**src/hdl/dbc_pkg.sv**
```systemverilog
// Package of constants and types for the delayed branch control block
package dbc_pkg;
    localparam int        PC_W          = 32;
    localparam int        LVL_W         = 5;
    localparam int        CCR_W         = 8;
    localparam int        CCR_IE_BIT    = 4;
    localparam logic [4:0] ILM_RESET    = 5'h0f;
    localparam logic [PC_W-1:0] PC_RESET = 32'h00000000;
    localparam logic [PC_W-1:0] PC_STEP  = 32'h00000002;
    localparam int        TAKEN_CYCLES  = 2;
    localparam int        FALL_CYCLES   = 1;
    localparam int        USER_LEVELS   = 15;

    // Branch kinds presented by the decoder
    typedef enum logic [2:0] {
        DBC_BR_NONE,
        DBC_BR_COND,
        DBC_BR_JUMP,
        DBC_BR_CALL,
        DBC_BR_CALLREG,
        DBC_BR_RET,
        DBC_BR_RETURN_FROM_EVENT_INSTRUCTION
    } dbc_brkind_e;

    // Event causes
    typedef enum logic [3:0] {
        DBC_EV_NONE,
        DBC_EV_RESET,
        DBC_EV_USERINT,
        DBC_EV_NMI,
        DBC_EV_DELAYINT,
        DBC_EV_UNDEF,
        DBC_EV_TRAP_INT,
        DBC_EV_TRAP_EMU,
        DBC_EV_STEP,
        DBC_EV_COPNONE,
        DBC_EV_COPERR
    } dbc_cause_e;

    // One decoded instruction from the stream
    typedef struct packed {
        logic              valid;
        logic [PC_W-1:0]   pc;
        dbc_brkind_e       kind;
        logic              delayed;
        logic              condTrue;
        logic [PC_W-1:0]   target;
        logic [PC_W-1:0]   regOperand;
        logic              undefined;
        logic              trapInt;
        logic              trapEmu;
        logic              copNone;
        logic              copErr;
        logic              writesRp;
        logic [PC_W-1:0]   rpWrData;
    } dbc_instr_s;

    // Asynchronous event requests
    typedef struct packed {
        logic              userInt;
        logic [LVL_W-1:0]  userLevel;
        logic              nmi;
        logic              delayInt;
        logic [LVL_W-1:0]  delayLevel;
        logic              stepTrace;
    } dbc_req_s;

    // Event taken by the core
    typedef struct packed {
        logic              take;
        dbc_cause_e        cause;
        logic [PC_W-1:0]   resumePc;
    } dbc_event_s;
endpackage

```
**src/hdl/dbc_event_sel.sv**
```systemverilog
// Event priority selector with level masking
`timescale 1ns/100ps
module dbc_event_sel
    import dbc_pkg::*;
(
    input  wire logic             intEnable,
    input  wire logic [LVL_W-1:0] maskLevel,
    input  wire logic             boundaryOk,
    input  wire dbc_req_s         req,
    input  wire logic             undefOk,
    input  wire logic             trapInt,
    input  wire logic             trapEmu,
    input  wire logic             copNone,
    input  wire logic             copErr,
    output logic                  sel,
    output dbc_cause_e            cause,
    output logic                  resumeNext
);
    localparam logic [LVL_W-1:0] NMI_LEVEL = 5'h0f;

    wire nmiOk   = req.nmi && (NMI_LEVEL < maskLevel) && boundaryOk;        // RL20
    wire userOk  = req.userInt && intEnable && (req.userLevel < maskLevel)
                   && boundaryOk;                                            // RL21
    wire delayOk = req.delayInt && intEnable && (req.delayLevel < maskLevel)
                   && boundaryOk;
    wire stepOk  = req.stepTrace && boundaryOk;                              // RL9

    always_comb begin
        sel        = 1'b1;
        resumeNext = 1'b1;
        cause      = DBC_EV_NONE;
        if (undefOk) begin
            cause      = DBC_EV_UNDEF;
            resumeNext = 1'b0;                                               // RL15
        end else if (copNone) begin
            cause = DBC_EV_COPNONE;                                          // RL16
        end else if (copErr) begin
            cause = DBC_EV_COPERR;
        end else if (trapInt) begin
            cause = DBC_EV_TRAP_INT;
        end else if (trapEmu) begin
            cause = DBC_EV_TRAP_EMU;
        end else if (nmiOk) begin
            cause = DBC_EV_NMI;
        end else if (delayOk) begin
            cause = DBC_EV_DELAYINT;
        end else if (userOk) begin
            cause = DBC_EV_USERINT;
        end else if (stepOk) begin
            cause = DBC_EV_STEP;
        end else begin
            sel = 1'b0;
        end
    end
endmodule

```
**src/hdl/dbc_branch_ctrl.sv**
```systemverilog
// Delayed and non-delayed branch sequencing with event entry and return
// Contract
// RL1: A delayed branch runs the next instruction before moving to its target.
// RL2: A delayed conditional branch always runs its slot instruction.
// RL3: Only the PC update is deferred; register effects stay in program order.
// RL4: Delayed register jumps and calls use the register value before the slot.
// RL5: A delayed return uses the return pointer held before the slot.
// RL6: A delayed conditional branch decides on flags from before the slot.
// RL7: A slot reading the return pointer after a delayed call sees the new value.
// RL8: Programs put only one-cycle, non-branch, order-safe instructions in slots.
// RL9: No step trace is raised between a delayed branch and its slot.
// RL10: No interrupt or NMI is accepted between a delayed branch and its slot.
// RL11: An undefined opcode in a slot acts as a no-operation.
// RL12: Non-delayed branches keep strict program order.
// RL13: Non-delayed branch takes two cycles taken, one cycle not taken.
// RL14: Programs fill an unusable slot with a no-operation.
// RL15: After an exception, execution resumes at the faulting instruction.
// RL16: After a trap, execution resumes at the following instruction.
// RL17: Reset, interrupts, NMI, delayed interrupt, undefined, traps are recognised.
// RL18: Handlers return only through the return-from-event instruction.
// RL19: Nested interrupts and fifteen usable mask levels are supported.
// RL20: A request at or above the mask level is refused.
// RL21: Interrupt enable is bit 4 of the condition code field.
// RL22: Reset loads the interrupt level mask with fifteen.
// RL23: A taken non-delayed branch discards the fetched sequential instruction.
`timescale 1ns/100ps
module dbc_branch_ctrl
    import dbc_pkg::*;
(
    input  wire logic             clk,
    input  wire logic             resetn,
    input  wire dbc_instr_s       instr,
    input  wire dbc_req_s         reqPins,
    input  wire logic [CCR_W-1:0] ccrIn,
    input  wire logic             ilmWrite,
    input  wire logic [LVL_W-1:0] ilmWrData,
    input  wire logic [PC_W-1:0]  eventVector,
    input  wire logic [PC_W-1:0]  savedPc,
    input  wire logic [LVL_W-1:0] savedIlm,
    output logic                  commit,
    output logic                  squash,
    output logic                  stall,
    output logic [PC_W-1:0]       fetchPc,
    output logic                  fetchRedirect,
    output logic [PC_W-1:0]       returnPtr,
    output logic [LVL_W-1:0]      ilmOut,
    output logic                  inSlot,
    output dbc_event_s            evOut,
    output logic [3:0]            nestDepth
);
    typedef enum logic [1:0] {S_RUN, S_SLOT, S_BUBBLE} dbc_state_e;

    dbc_state_e       state_ff, nxt_state;
    logic [PC_W-1:0]  pendTarget_ff;
    logic             pendTaken_ff;
    logic [PC_W-1:0]  rp_ff;
    logic [LVL_W-1:0] ilm_ff;
    logic             commit_ff, squash_ff, stall_ff, redirect_ff;
    logic [PC_W-1:0]  fetchPc_ff;
    dbc_event_s       ev_ff;
    logic [3:0]       nest_ff;
    dbc_req_s         reqMeta_ff, reqSync_ff;

    initial begin
        if (USER_LEVELS != 15) $error("dbc_branch_ctrl: level count mismatch");
    end

    // Two-stage capture of the outside event requests
    always_ff @(posedge clk) begin
        reqMeta_ff <= reqPins;
        reqSync_ff <= reqMeta_ff;
    end

    wire inRun    = state_ff == S_RUN;
    wire inSlotSt = state_ff == S_SLOT;
    wire isBranch = instr.valid && instr.kind != DBC_BR_NONE && instr.kind != DBC_BR_RETURN_FROM_EVENT_INSTRUCTION;
    wire isReti   = instr.valid && instr.kind == DBC_BR_RETURN_FROM_EVENT_INSTRUCTION && inRun;
    // Flags and register operand are the values present before the slot
    wire takenNow = isBranch && (instr.kind != DBC_BR_COND || instr.condTrue); // RL6
    wire [PC_W-1:0] brTarget =
        (instr.kind == DBC_BR_JUMP || instr.kind == DBC_BR_CALLREG) ? instr.regOperand : // RL4
        (instr.kind == DBC_BR_RET) ? rp_ff : instr.target;                           // RL5
    wire isCall    = instr.kind == DBC_BR_CALL || instr.kind == DBC_BR_CALLREG;
    wire delayedBr = isBranch && instr.delayed && inRun;
    wire plainBr   = isBranch && !instr.delayed && inRun;

    // Slot instruction: undefined acts as NOP, events held off until after the pair
    wire slotUndefNop = inSlotSt && instr.undefined;                          // RL11
    wire boundaryOk   = inRun && !delayedBr;                                  // RL10
    wire undefExc     = instr.valid && instr.undefined && inRun;
    wire evSel;
    dbc_cause_e evCause;
    wire evResumeNext;

    dbc_event_sel u_sel (
        .intEnable  (ccrIn[CCR_IE_BIT]),                                      // RL21
        .maskLevel  (ilm_ff),
        .boundaryOk (boundaryOk),
        .req        (reqSync_ff),
        .undefOk    (undefExc),
        .trapInt    (instr.valid && instr.trapInt && inRun),
        .trapEmu    (instr.valid && instr.trapEmu && inRun),
        .copNone    (instr.valid && instr.copNone && inRun),
        .copErr     (instr.valid && instr.copErr && inRun),
        .sel        (evSel),
        .cause      (evCause),
        .resumeNext (evResumeNext)
    );

    wire [PC_W-1:0] seqPc    = instr.pc + PC_STEP;
    wire [PC_W-1:0] resumePc = evResumeNext ? seqPc : instr.pc;               // RL16
    wire isInterrupt = evCause == DBC_EV_NMI || evCause == DBC_EV_USERINT
                       || evCause == DBC_EV_DELAYINT;

    always_comb begin
        nxt_state = state_ff;
        case (state_ff)
            S_RUN: begin
                if (evSel)
                    nxt_state = S_RUN;
                else if (delayedBr)
                    nxt_state = S_SLOT;                                       // RL1
                else if (plainBr && takenNow)
                    nxt_state = S_BUBBLE;                                     // RL13
            end
            S_SLOT:   if (instr.valid) nxt_state = S_RUN;                     // RL2
            S_BUBBLE: nxt_state = S_RUN;
            default:  nxt_state = S_RUN;
        endcase
    end

    always_ff @(posedge clk) begin
        if (!resetn) begin
            state_ff      <= S_RUN;
            pendTarget_ff <= PC_RESET;
            pendTaken_ff  <= 1'b0;
            rp_ff         <= PC_RESET;
            ilm_ff        <= ILM_RESET;                                       // RL22
            commit_ff     <= 1'b0;
            squash_ff     <= 1'b0;
            stall_ff      <= 1'b0;
            redirect_ff   <= 1'b0;
            fetchPc_ff    <= PC_RESET;
            ev_ff         <= '0;
            nest_ff       <= 4'h0;
        end else begin
            state_ff    <= nxt_state;
            commit_ff   <= 1'b0;
            squash_ff   <= 1'b0;
            stall_ff    <= 1'b0;
            redirect_ff <= 1'b0;
            ev_ff       <= '0;
            if (inRun && instr.valid && evSel) begin
                ev_ff       <= '{take: 1'b1, cause: evCause, resumePc: resumePc}; // RL17
                redirect_ff <= 1'b1;
                fetchPc_ff  <= eventVector;
                if (isInterrupt && nest_ff != 4'hf)
                    nest_ff <= nest_ff + 4'h1;                                // RL19
                commit_ff   <= evResumeNext;                                  // RL15
            end else if (isReti) begin
                commit_ff   <= 1'b1;                                          // RL18
                redirect_ff <= 1'b1;
                fetchPc_ff  <= savedPc;
                ilm_ff      <= savedIlm;
                if (nest_ff != 4'h0)
                    nest_ff <= nest_ff - 4'h1;
            end else if (delayedBr) begin
                commit_ff     <= 1'b1;
                pendTarget_ff <= brTarget;
                pendTaken_ff  <= takenNow;                                    // RL6
                if (isCall)
                    rp_ff <= seqPc + PC_STEP;                                 // RL7
            end else if (inSlotSt && instr.valid) begin
                commit_ff   <= !slotUndefNop;                                 // RL11
                redirect_ff <= pendTaken_ff;                                  // RL1
                if (pendTaken_ff)
                    fetchPc_ff <= pendTarget_ff;                              // RL2
                if (instr.writesRp)
                    rp_ff <= instr.rpWrData;                                  // RL3
            end else if (plainBr) begin
                commit_ff <= 1'b1;                                            // RL12
                if (isCall && takenNow)
                    rp_ff <= seqPc;
                if (takenNow) begin
                    stall_ff    <= 1'b1;                                      // RL13
                    redirect_ff <= 1'b1;
                    fetchPc_ff  <= brTarget;
                end
            end else if (state_ff == S_BUBBLE) begin
                squash_ff <= instr.valid;                                     // RL23
            end else if (inRun && instr.valid) begin
                commit_ff <= 1'b1;
                if (instr.writesRp)
                    rp_ff <= instr.rpWrData;
                if (ilmWrite)
                    ilm_ff <= (ilm_ff[4] && !ilmWrData[4]) ?
                              (ilmWrData | 5'h10) : ilmWrData;
            end
        end
    end

    always_comb begin
        commit        = commit_ff;
        squash        = squash_ff;
        stall         = stall_ff;
        fetchPc       = fetchPc_ff;
        fetchRedirect = redirect_ff;
        returnPtr     = rp_ff;
        ilmOut        = ilm_ff;
        inSlot        = state_ff == S_SLOT;
        evOut         = ev_ff;
        nestDepth     = nest_ff;
    end
endmodule

```
**config.mk**
```make
export PLATFORM = sky130hd
export DESIGN_NAME = dbc_branch_ctrl
export DESIGN_NICKNAME = d
export VERILOG_FILES = /design/src/hdl/dbc_pkg.sv /design/src/hdl/dbc_event_sel.sv /design/src/hdl/dbc_branch_ctrl.sv
export SDC_FILE = /design/constraint.sdc
export NUM_CORES = 1
export LEC_CHECK = 0
export BUFFER_PORTS_ARGS = -buffer_cell sky130_fd_sc_hd__buf_2
export CAP_MARGIN = 20
export CORE_AREA = 2 2 147 149
export CTS_BUF_LIST = sky130_fd_sc_hd__clkbuf_16
export DETAILED_ROUTE_END_ITERATION = 12
export DIE_AREA = 0 0 149 151
export PLACE_DENSITY = 0.84
export RECOVER_POWER = 100
export SLEW_MARGIN = 10
export SYNTH_ARGS = -nofsm -noshare
export SYNTH_HDL_FRONTEND = slang
export SYNTH_SLANG_ARGS = --single-unit
```
**constraint.sdc**
```tcl
create_clock -name clk -period 10.1 [get_ports clk]
set_input_delay 2.02 -clock clk [delete_from_list [all_inputs] [get_ports clk]]
set_output_delay 2.02 -clock clk [all_outputs]
set_load 0.05 [all_outputs]
```
==> results of run 1 <==
layer usage:
| metal | GRT usage | vias up |
|---|---|---|
| met2 | 0.501 | 566 |
| met5 | 0 | - |
| li1 | - | 5331 |
| met3 | 0.0548 | 60 |
| met4 | 0.105 | 0 |
| met1 | 0.406 | 5179 |
area by class of cell:
cell class              count  area, um^2  share of cell area
well taps                 275         344              0.0276
flip-flops and latches    177        3540               0.284
multi-input cells        1034        6180               0.496
clock buffers              17         425              0.0341
inverters                  19        71.3             0.00572
repair buffers            361        1700               0.137
diodes                      3        7.51            0.000602
clock inverters            15         191              0.0154
placed cells by master (no fill, tap or decap), types with 18 or more instances in the layout:
cell / count
nor2_1: 157
nand3_1: 96
nand2_1: 196
a311oi_1: 34
dfxtp_1: 177
buf_2: 231
a21oi_1: 102
mux2i_1: 42
clkbuf_1: 120
xor2_1: 35
nand4_1: 19
o211ai_1: 39
nand3b_1: 18
xnor2_1: 48
o21ai_0: 42
stage by stage:
step                worst slack, ns  area [um^2]   util  hold slack [ns]  power, W
floorplan                      5.54        10200      -            0.310   0.00110
global placement               4.51        12000  0.575            0.311   0.00123
detailed placement             4.52        12000  0.578            0.312   0.00124
CTS                            4.97        12600  0.607            0.330   0.00193
global route                   2.60        12500  0.598            0.335   0.00200
finish                         2.99        12500  0.598            0.326   0.00192
worst paths after layout:
| kind | from | end | slack, ns | depth (start not counted) |
|---|---|---|---|---|
| worst max-delay path | instr[139] | nestDepth[3]$_SDFFE_PN0P_ | 2.99 | 13 |
| worst min-delay path | reqMeta_ff[7]$_DFF_P_ | reqSync_ff[7]$_DFF_P_ | 0.33 | 0 |
| worst max register to register | ilmOut[2]$_SDFFE_PN1P_ | nestDepth[3]$_SDFFE_PN0P_ | 4.90 | 15 |
| worst min register to register | reqMeta_ff[7]$_DFF_P_ | reqSync_ff[7]$_DFF_P_ | 0.33 | 0 |
kinds of logic (layout without fill, tap and decap cells):
family,count (synthesis),after routing,synth area share
XOR/XNOR,83,83,0.0711
flip-flops,177,177,0.346
other,0,3,0
AO/OA/AOI/OAI,302,302,0.194
multiplexers,45,45,0.0444
AND/OR/NAND/NOR,592,592,0.276
buffers and inverters,134,412,0.0532
adder cells (fa/ha/maj),12,12,0.0147
registers in the layout, indices dropped and copies added, names as in the netlist:
register       flops
evOut             37
reqSync_ff        14
commit             1
fetchRedirect      1
pendTaken_ff       1
state_ff           2
stall              1
fetchPc           32
pendTarget_ff     32
ilmOut             5
returnPtr         32
nestDepth          4
squash             1
reqMeta_ff        14
where the power goes:
part | leakage, nW | internal (W) | switching (W) | total, W
Sequential | 1.45 | 0.000741 | 0.0000239 | 0.000765
Combinational | 3.37 | 0.000138 | 0.000320 | 0.000458
Clock | 0.296 | 0.000378 | 0.000320 | 0.000697
critical path, delay by kind of cell:
| family | cells | cell delay (ns) |
|---|---|---|
| mux | 1 | 0.25 |
| buf+inv | 4 | 3.14 |
| fa+ha+maj | 1 | 0.52 |
| simple gates | 3 | 0.74 |
| compound gates | 4 | 0.77 |
==> results.txt, run 1 <==
----------------------------------------------------
[Detailed routing]
  Routed wl met3 ... 3020 um
  Wire length per cell ... 18.7 um
  Iteration-0 DRC Markers ... 857
  Post-detailed-routing wire length ... 35500 um
  Max layer used ... met4
  # DRC ... 0
  Routed length on met1 ... 15000 um
  Detailed route wirelength on metal2 ... 16500 um
  Vias after detailed routing ... 11100
  Pre-antenna DRT Iters ... 5
  Antenna-violating nets left ... 0
  Via density per instance ... 5.86

[Global routing]
  GR Util All Layers ... 0.305
  Number of antenna violations at the first check in global routing ... 2
  First-pass GRT wire length ... 54200 um
  Number of global-route vias before repair ... 10200
  Largest net degree at the start of global routing ... 73
  Total congestion overflow after global routing ... 0

[Synthesis]
  Mapped Nets ... 1596
  Leading cell types by count after synthesis ... nand2_1 (196), dfxtp_1 (177), nor2_1 (157)
  EDFF count, synth ... 0
  Synth area leaders ... dfxtp_1 (35%), nand2_1 (7.2%), nor2_1 (5.8%)
  Fraction of registers with async set/reset ... 0
  Mean instance size in the synthesized netlist ... 7.61 um^2
  Synthesis Warnings ... 0
  Top FF cell, synth ... dfxtp_1
  Area fraction of the dominant cell type after synthesis ... 0.346
  Mapped Area ... 10200 um^2
  Most numerous cell in the Yosys netlist ... nand2_1
  Sequential cell area fraction in the yosys report ... 0.346
  Post-Syn Instances ... 1345
  Area leader, netlist ... dfxtp_1
  Distinct cell type count after synthesis ... 74
  Flops & latches, synth ... 177

[Clock network]
  H-tree depth reported by CTS ... 4
  Latest clock arrival within the worst-skew pair ... 0.44 ns
  Number of buffers between clock root and the deepest sink ... 2
  Clock slew at the register clock pins of the worst setup and hold paths ... 0.07 ns
  Clock tree from TritonCTS ... yes
  CTS root buffer ... clkbuf_16
  Sinks on the clock net ... 177
  Post-CTS repair timing setup buffer count ... 0
  CTS buffer count ... 17
  Count of instances resized after the clock tree is built ... 0
  Count of hold buffers inserted by post-cts repair ... 0

[Pwr]
  Power density of the placed cells ... 154 nW/um^2
  Largest voltage drop on the vdd net ... 0.101 mV
  Leakage dissipation ... 5.12 nW

[Timing]
  Number of max-slew violations in the final report ... 160
  Transition time at the pin with the least slew margin ... 2.68 ns
  Period minus WS final ... 7.11 ns
  RSZ-0062 raised after global routing ... false
  Hold Vio Cnt, Final ... 0
  Largest clock skew in the final design ... 0.0140 ns
  Sum of negative setup slack ... 0 ns
  Headroom to the max-slew limit ... -0.790
  Ratio of final minimum period to clock period ... 0.704
  Finish-stage setup viols ... 0
  Fmax ... 141 MHz

[Placed design]
  Detailed-placement wirelength estimate ... 26400 um
  Count of buffers from port buffering ... 346
  Routability cong. ... 0.917
  Number of placed instances with taps included ... 1866

[Finish]
  P&R area growth vs syn ... 21.8%
  Layout cell share with drive strength beyond 1 ... 0.186
  Net count, final ... 1861
  Filler instances ... 2004
  Final Instance Count excl. Fillers ... 1901

[Setup path]
  Startpoint kind of the worst setup timing path ... input port
  Category of the most critical setup path ... in2reg
  Crit path max fanout ... 43
  Worst path cell trace ... clkbuf_1, o211ai_1, and3_1, nor2_1, a21oi_4, buf_4, clkinv_1, clkbuf_1, ha_1, a21o_1, mux2i_1, nand4_1, o2111ai_1
  CP Capture Type ... flop
  Highest-delay cell along the critical path ... clkbuf_1
  CP max stage delay ... 1.40 ns
  Data arrival time at the worst-slack endpoint ... 7.47 ns
  Most prevalent standard cell on the critical path ... clkbuf_1
  Worst path required time ... 10.45 ns

[Die]
  Width of the die ... 149 um
  Total I/O pin count ... 354
  Overall die height ... 151 um
  Row Count ... 53
  Total die area ... 22500 um^2
  Effective utilization at floorplan ... 0.491
  Core area ... 20800 um^2

[Worst hold path]
  Hold Crit Class ... reg2reg

[Status]
  Violated checks ... capacitance limit, slew limit
  Status ... finished with violations

[Job]
  MaxCap Viol Count ... 4

----------------------------------------------------
(Power assumes the default switching activity.)
==> run 2, diff against run 1 <==
- CORE_AREA: 2 2 147 149 -> 2 2 153 155
- DIE_AREA: 0 0 149 151 -> 0 0 155 157
- PLACE_DENSITY: 0.84 -> 0.82
- clock period: 10.1 -> 6.5 ns (I/O delays scaled with it)
==> run 2 against run 1 <==
The run still ends with capacitance limit, slew limit left. Critical path depth down 4. Routed wire length up 3.5%. Sequential power up 56%. Setup slack worse by 1.3 ns. Sequential share of layout area down 0.14 points. Hold slack better by 0.0040 ns. Final area up 0.49%. Register-to-register slack worse by 2.4 ns. Largest power group unchanged.
==> results.txt, run 2 (synthesis results as in run 1) <==
----------------------------------------------------
[Status]
  Status ... finished with violations
  Violated checks ... capacitance limit, slew limit

[Setup path]
  Worst path required time ... 6.81 ns
  Worst path cell trace ... buf_2, nand2_1, nor2_1, clkbuf_1, nand2_1, or3_1, clkbuf_1, nand2_1, a21oi_1
  Category of the most critical setup path ... in2reg
  Most prevalent standard cell on the critical path ... nand2_1
  Highest-delay cell along the critical path ... or3_1
  Startpoint kind of the worst setup timing path ... input port
  Crit path max fanout ... 43
  Reg-to-reg slack, setup ... 2.54 ns
  Kind of cell adding the most delay to the critical path ... simple AND/OR/NAND/NOR gates
  CP Capture Type ... flop
  CP Depth ... 9
  Bufs and invs on worst path ... 3
  Data arrival time at the worst-slack endpoint ... 5.09 ns
  Crit path from ... instr[139]
  Cell depth of the worst flop-to-flop path ... 12
  End of the worst register-to-register path ... pendTarget_ff[11]$_SDFFE_PN0P_
  Critical R2R Launch ... ilmOut[2]$_SDFFE_PN1P_
  CP max stage delay ... 0.70 ns

[Detailed routing]
  Via density per instance ... 5.84
  Wire length per cell ... 19.2 um
  Vias after detailed routing ... 11200
  # DRC ... 0
  Iteration-0 DRC Markers ... 1179
  Post-detailed-routing wire length ... 36700 um
  Pre-antenna DRT Iters ... 5
  Antenna-violating nets left ... 0

[Placed design]
  Post-placement setup slack ... 1.87 ns
  Routability cong. ... 0.977
  Detailed-placement wirelength estimate ... 27600 um
  Count of buffers from port buffering ... 346

[Timing]
  Worst hold slack across all endpoints ... 0.330 ns
  Setup WS post-layout ... 1.72 ns
  Period minus WS final ... 4.78 ns
  Finish-stage setup viols ... 0
  Fmax ... 209 MHz
  Transition time at the pin with the least slew margin ... 1.66 ns
  RSZ-0062 raised after global routing ... false
  Ratio of final minimum period to clock period ... 0.736
  Largest clock skew in the final design ... 0.0149 ns
  Sum of negative setup slack ... 0 ns
  Hold Vio Cnt, Final ... 0
  Number of max-slew violations in the final report ... 71
  Headroom to the max-slew limit ... -0.110

[Global routing]
  Number of antenna violations at the first check in global routing ... 2
  First-pass GRT wire length ... 55400 um
  Number of global-route vias before repair ... 10200
  GR Util All Layers ... 0.288
  Largest net degree at the start of global routing ... 71
  Total congestion overflow after global routing ... 0

[Clock network]
  Count of instances resized after the clock tree is built ... 0
  Clock tree from TritonCTS ... yes
  CTS buffer count ... 17
  H-tree depth reported by CTS ... 4
  Clock slew at the register clock pins of the worst setup and hold paths ... 0.08 ns
  Post-CTS repair timing setup buffer count ... 0
  CTS root buffer ... clkbuf_16
  Latest clock arrival within the worst-skew pair ... 0.43 ns
  Sinks on the clock net ... 177
  Number of buffers between clock root and the deepest sink ... 2
  Count of hold buffers inserted by post-cts repair ... 0

[Pwr]
  Power density of the placed cells ... 240 nW/um^2
  Largest voltage drop on the vdd net ... 0.152 mV
  Logic pwr share ... 0.239
  Switching share of power ... 0.355
  Leakage dissipation ... 5.15 nW
  Internal power contribution ... 0.00193 W
  Sw Pwr ... 0.00107 W
  Clock group share of total power ... 0.365
  Reg power frac ... 0.396

[Finish]
  Layout cell share with drive strength beyond 1 ... 0.187
  Net count, final ... 1865
  Most common cell after layout, fill and taps aside ... buf_2
  Commonest cells after routing, fill and taps aside ... buf_2 (231), nand2_1 (197), dfxtp_1 (177), nor2_1 (157), clkbuf_1 (120)
  P&R area growth vs syn ... 22.4%
  Number of flip-flops under the largest register name ... 37

[Job]
  MaxCap Viol Count ... 2

[Die]
  Overall die height ... 157 um
  Total die area ... 24300 um^2
  Effective utilization at floorplan ... 0.455
  Row Count ... 55
  Core area ... 22500 um^2
  Width of the die ... 155 um
  Total I/O pin count ... 354

[Worst hold path]
  Worst hold path endpoint ... reqSync_ff[5]$_DFF_P_
  Hold Crit Class ... reg2reg
  Worst Min Path Start ... reqMeta_ff[5]$_DFF_P_
  Worst Hold Path Cells ... 0

----------------------------------------------------
run 2: changes by cell type in the layout (fill, tap and decap cells not counted), moves of 2 or more:
cell        previous run  this run
nand3_1               96        98
nand3_2                3         1
clkinvlp_4             2         0
clkinv_8               2         5
buf_12                 0         2
buf_4                  9        11
inv_6                  4         2
run 2: layout make-up:
class                   instances  area, um^2
fillers                      2209        9980
multi-input cells            1034        6170
flip-flops and latches        177        3540
repair buffers                365        1740
clock buffers                  17         425
well taps                     285         357
clock inverters                15         210
inverters                      19        71.3
diodes                          2        5.00
run 2: worst max-delay path by stage:
stage | end | slack [ns]
floorplan | returnPtr[30]$_SDFFE_PN0P_ | 2.66
global placement | pendTaken_ff$_SDFFE_PN0P_ | 1.79
detailed placement | returnPtr[27]$_SDFFE_PN0P_ | 1.87
CTS | returnPtr[27]$_SDFFE_PN0P_ | 2.31
global route | pendTarget_ff[11]$_SDFFE_PN0P_ | 1.52
finish | pendTarget_ff[11]$_SDFFE_PN0P_ | 1.72
run 2: power groups by stage:
| stage | Clock (W) | Combinational (W) | Sequential [W] |
|---|---|---|---|
| after floorplan | 0 | 0.000336 | 0.00137 |
| after global placement | 0 | 0.000711 | 0.00121 |
| after detailed placement | 0 | 0.000723 | 0.00121 |
| after CTS | 0.00112 | 0.000726 | 0.00119 |
| after global routing | 0.00115 | 0.000774 | 0.00119 |
| final | 0.00109 | 0.000717 | 0.00119 |
run 2: per-layer routing:
layer	routed length, um	global-route usage	up-vias
li1	-	-	5336
met1	15800	0.383	5212
met2	17200	0.470	552
met3	2520	0.0424	78
met4	1270	0.119	0
met5	0	0	-
run 2: metrics by stage:
step | power, W | utilization | area (um^2) | instances
final | 0.00300 | 0.556 | 12500 | 1914
after global routing | 0.00312 | 0.556 | 12500 | 1914
after CTS | 0.00303 | 0.563 | 12700 | 1910
after detailed placement | 0.00193 | 0.535 | 12000 | 1878
after global placement | 0.00192 | 0.533 | 12000 | 1876
after floorplan | 0.00171 | - | 10200 | 1345
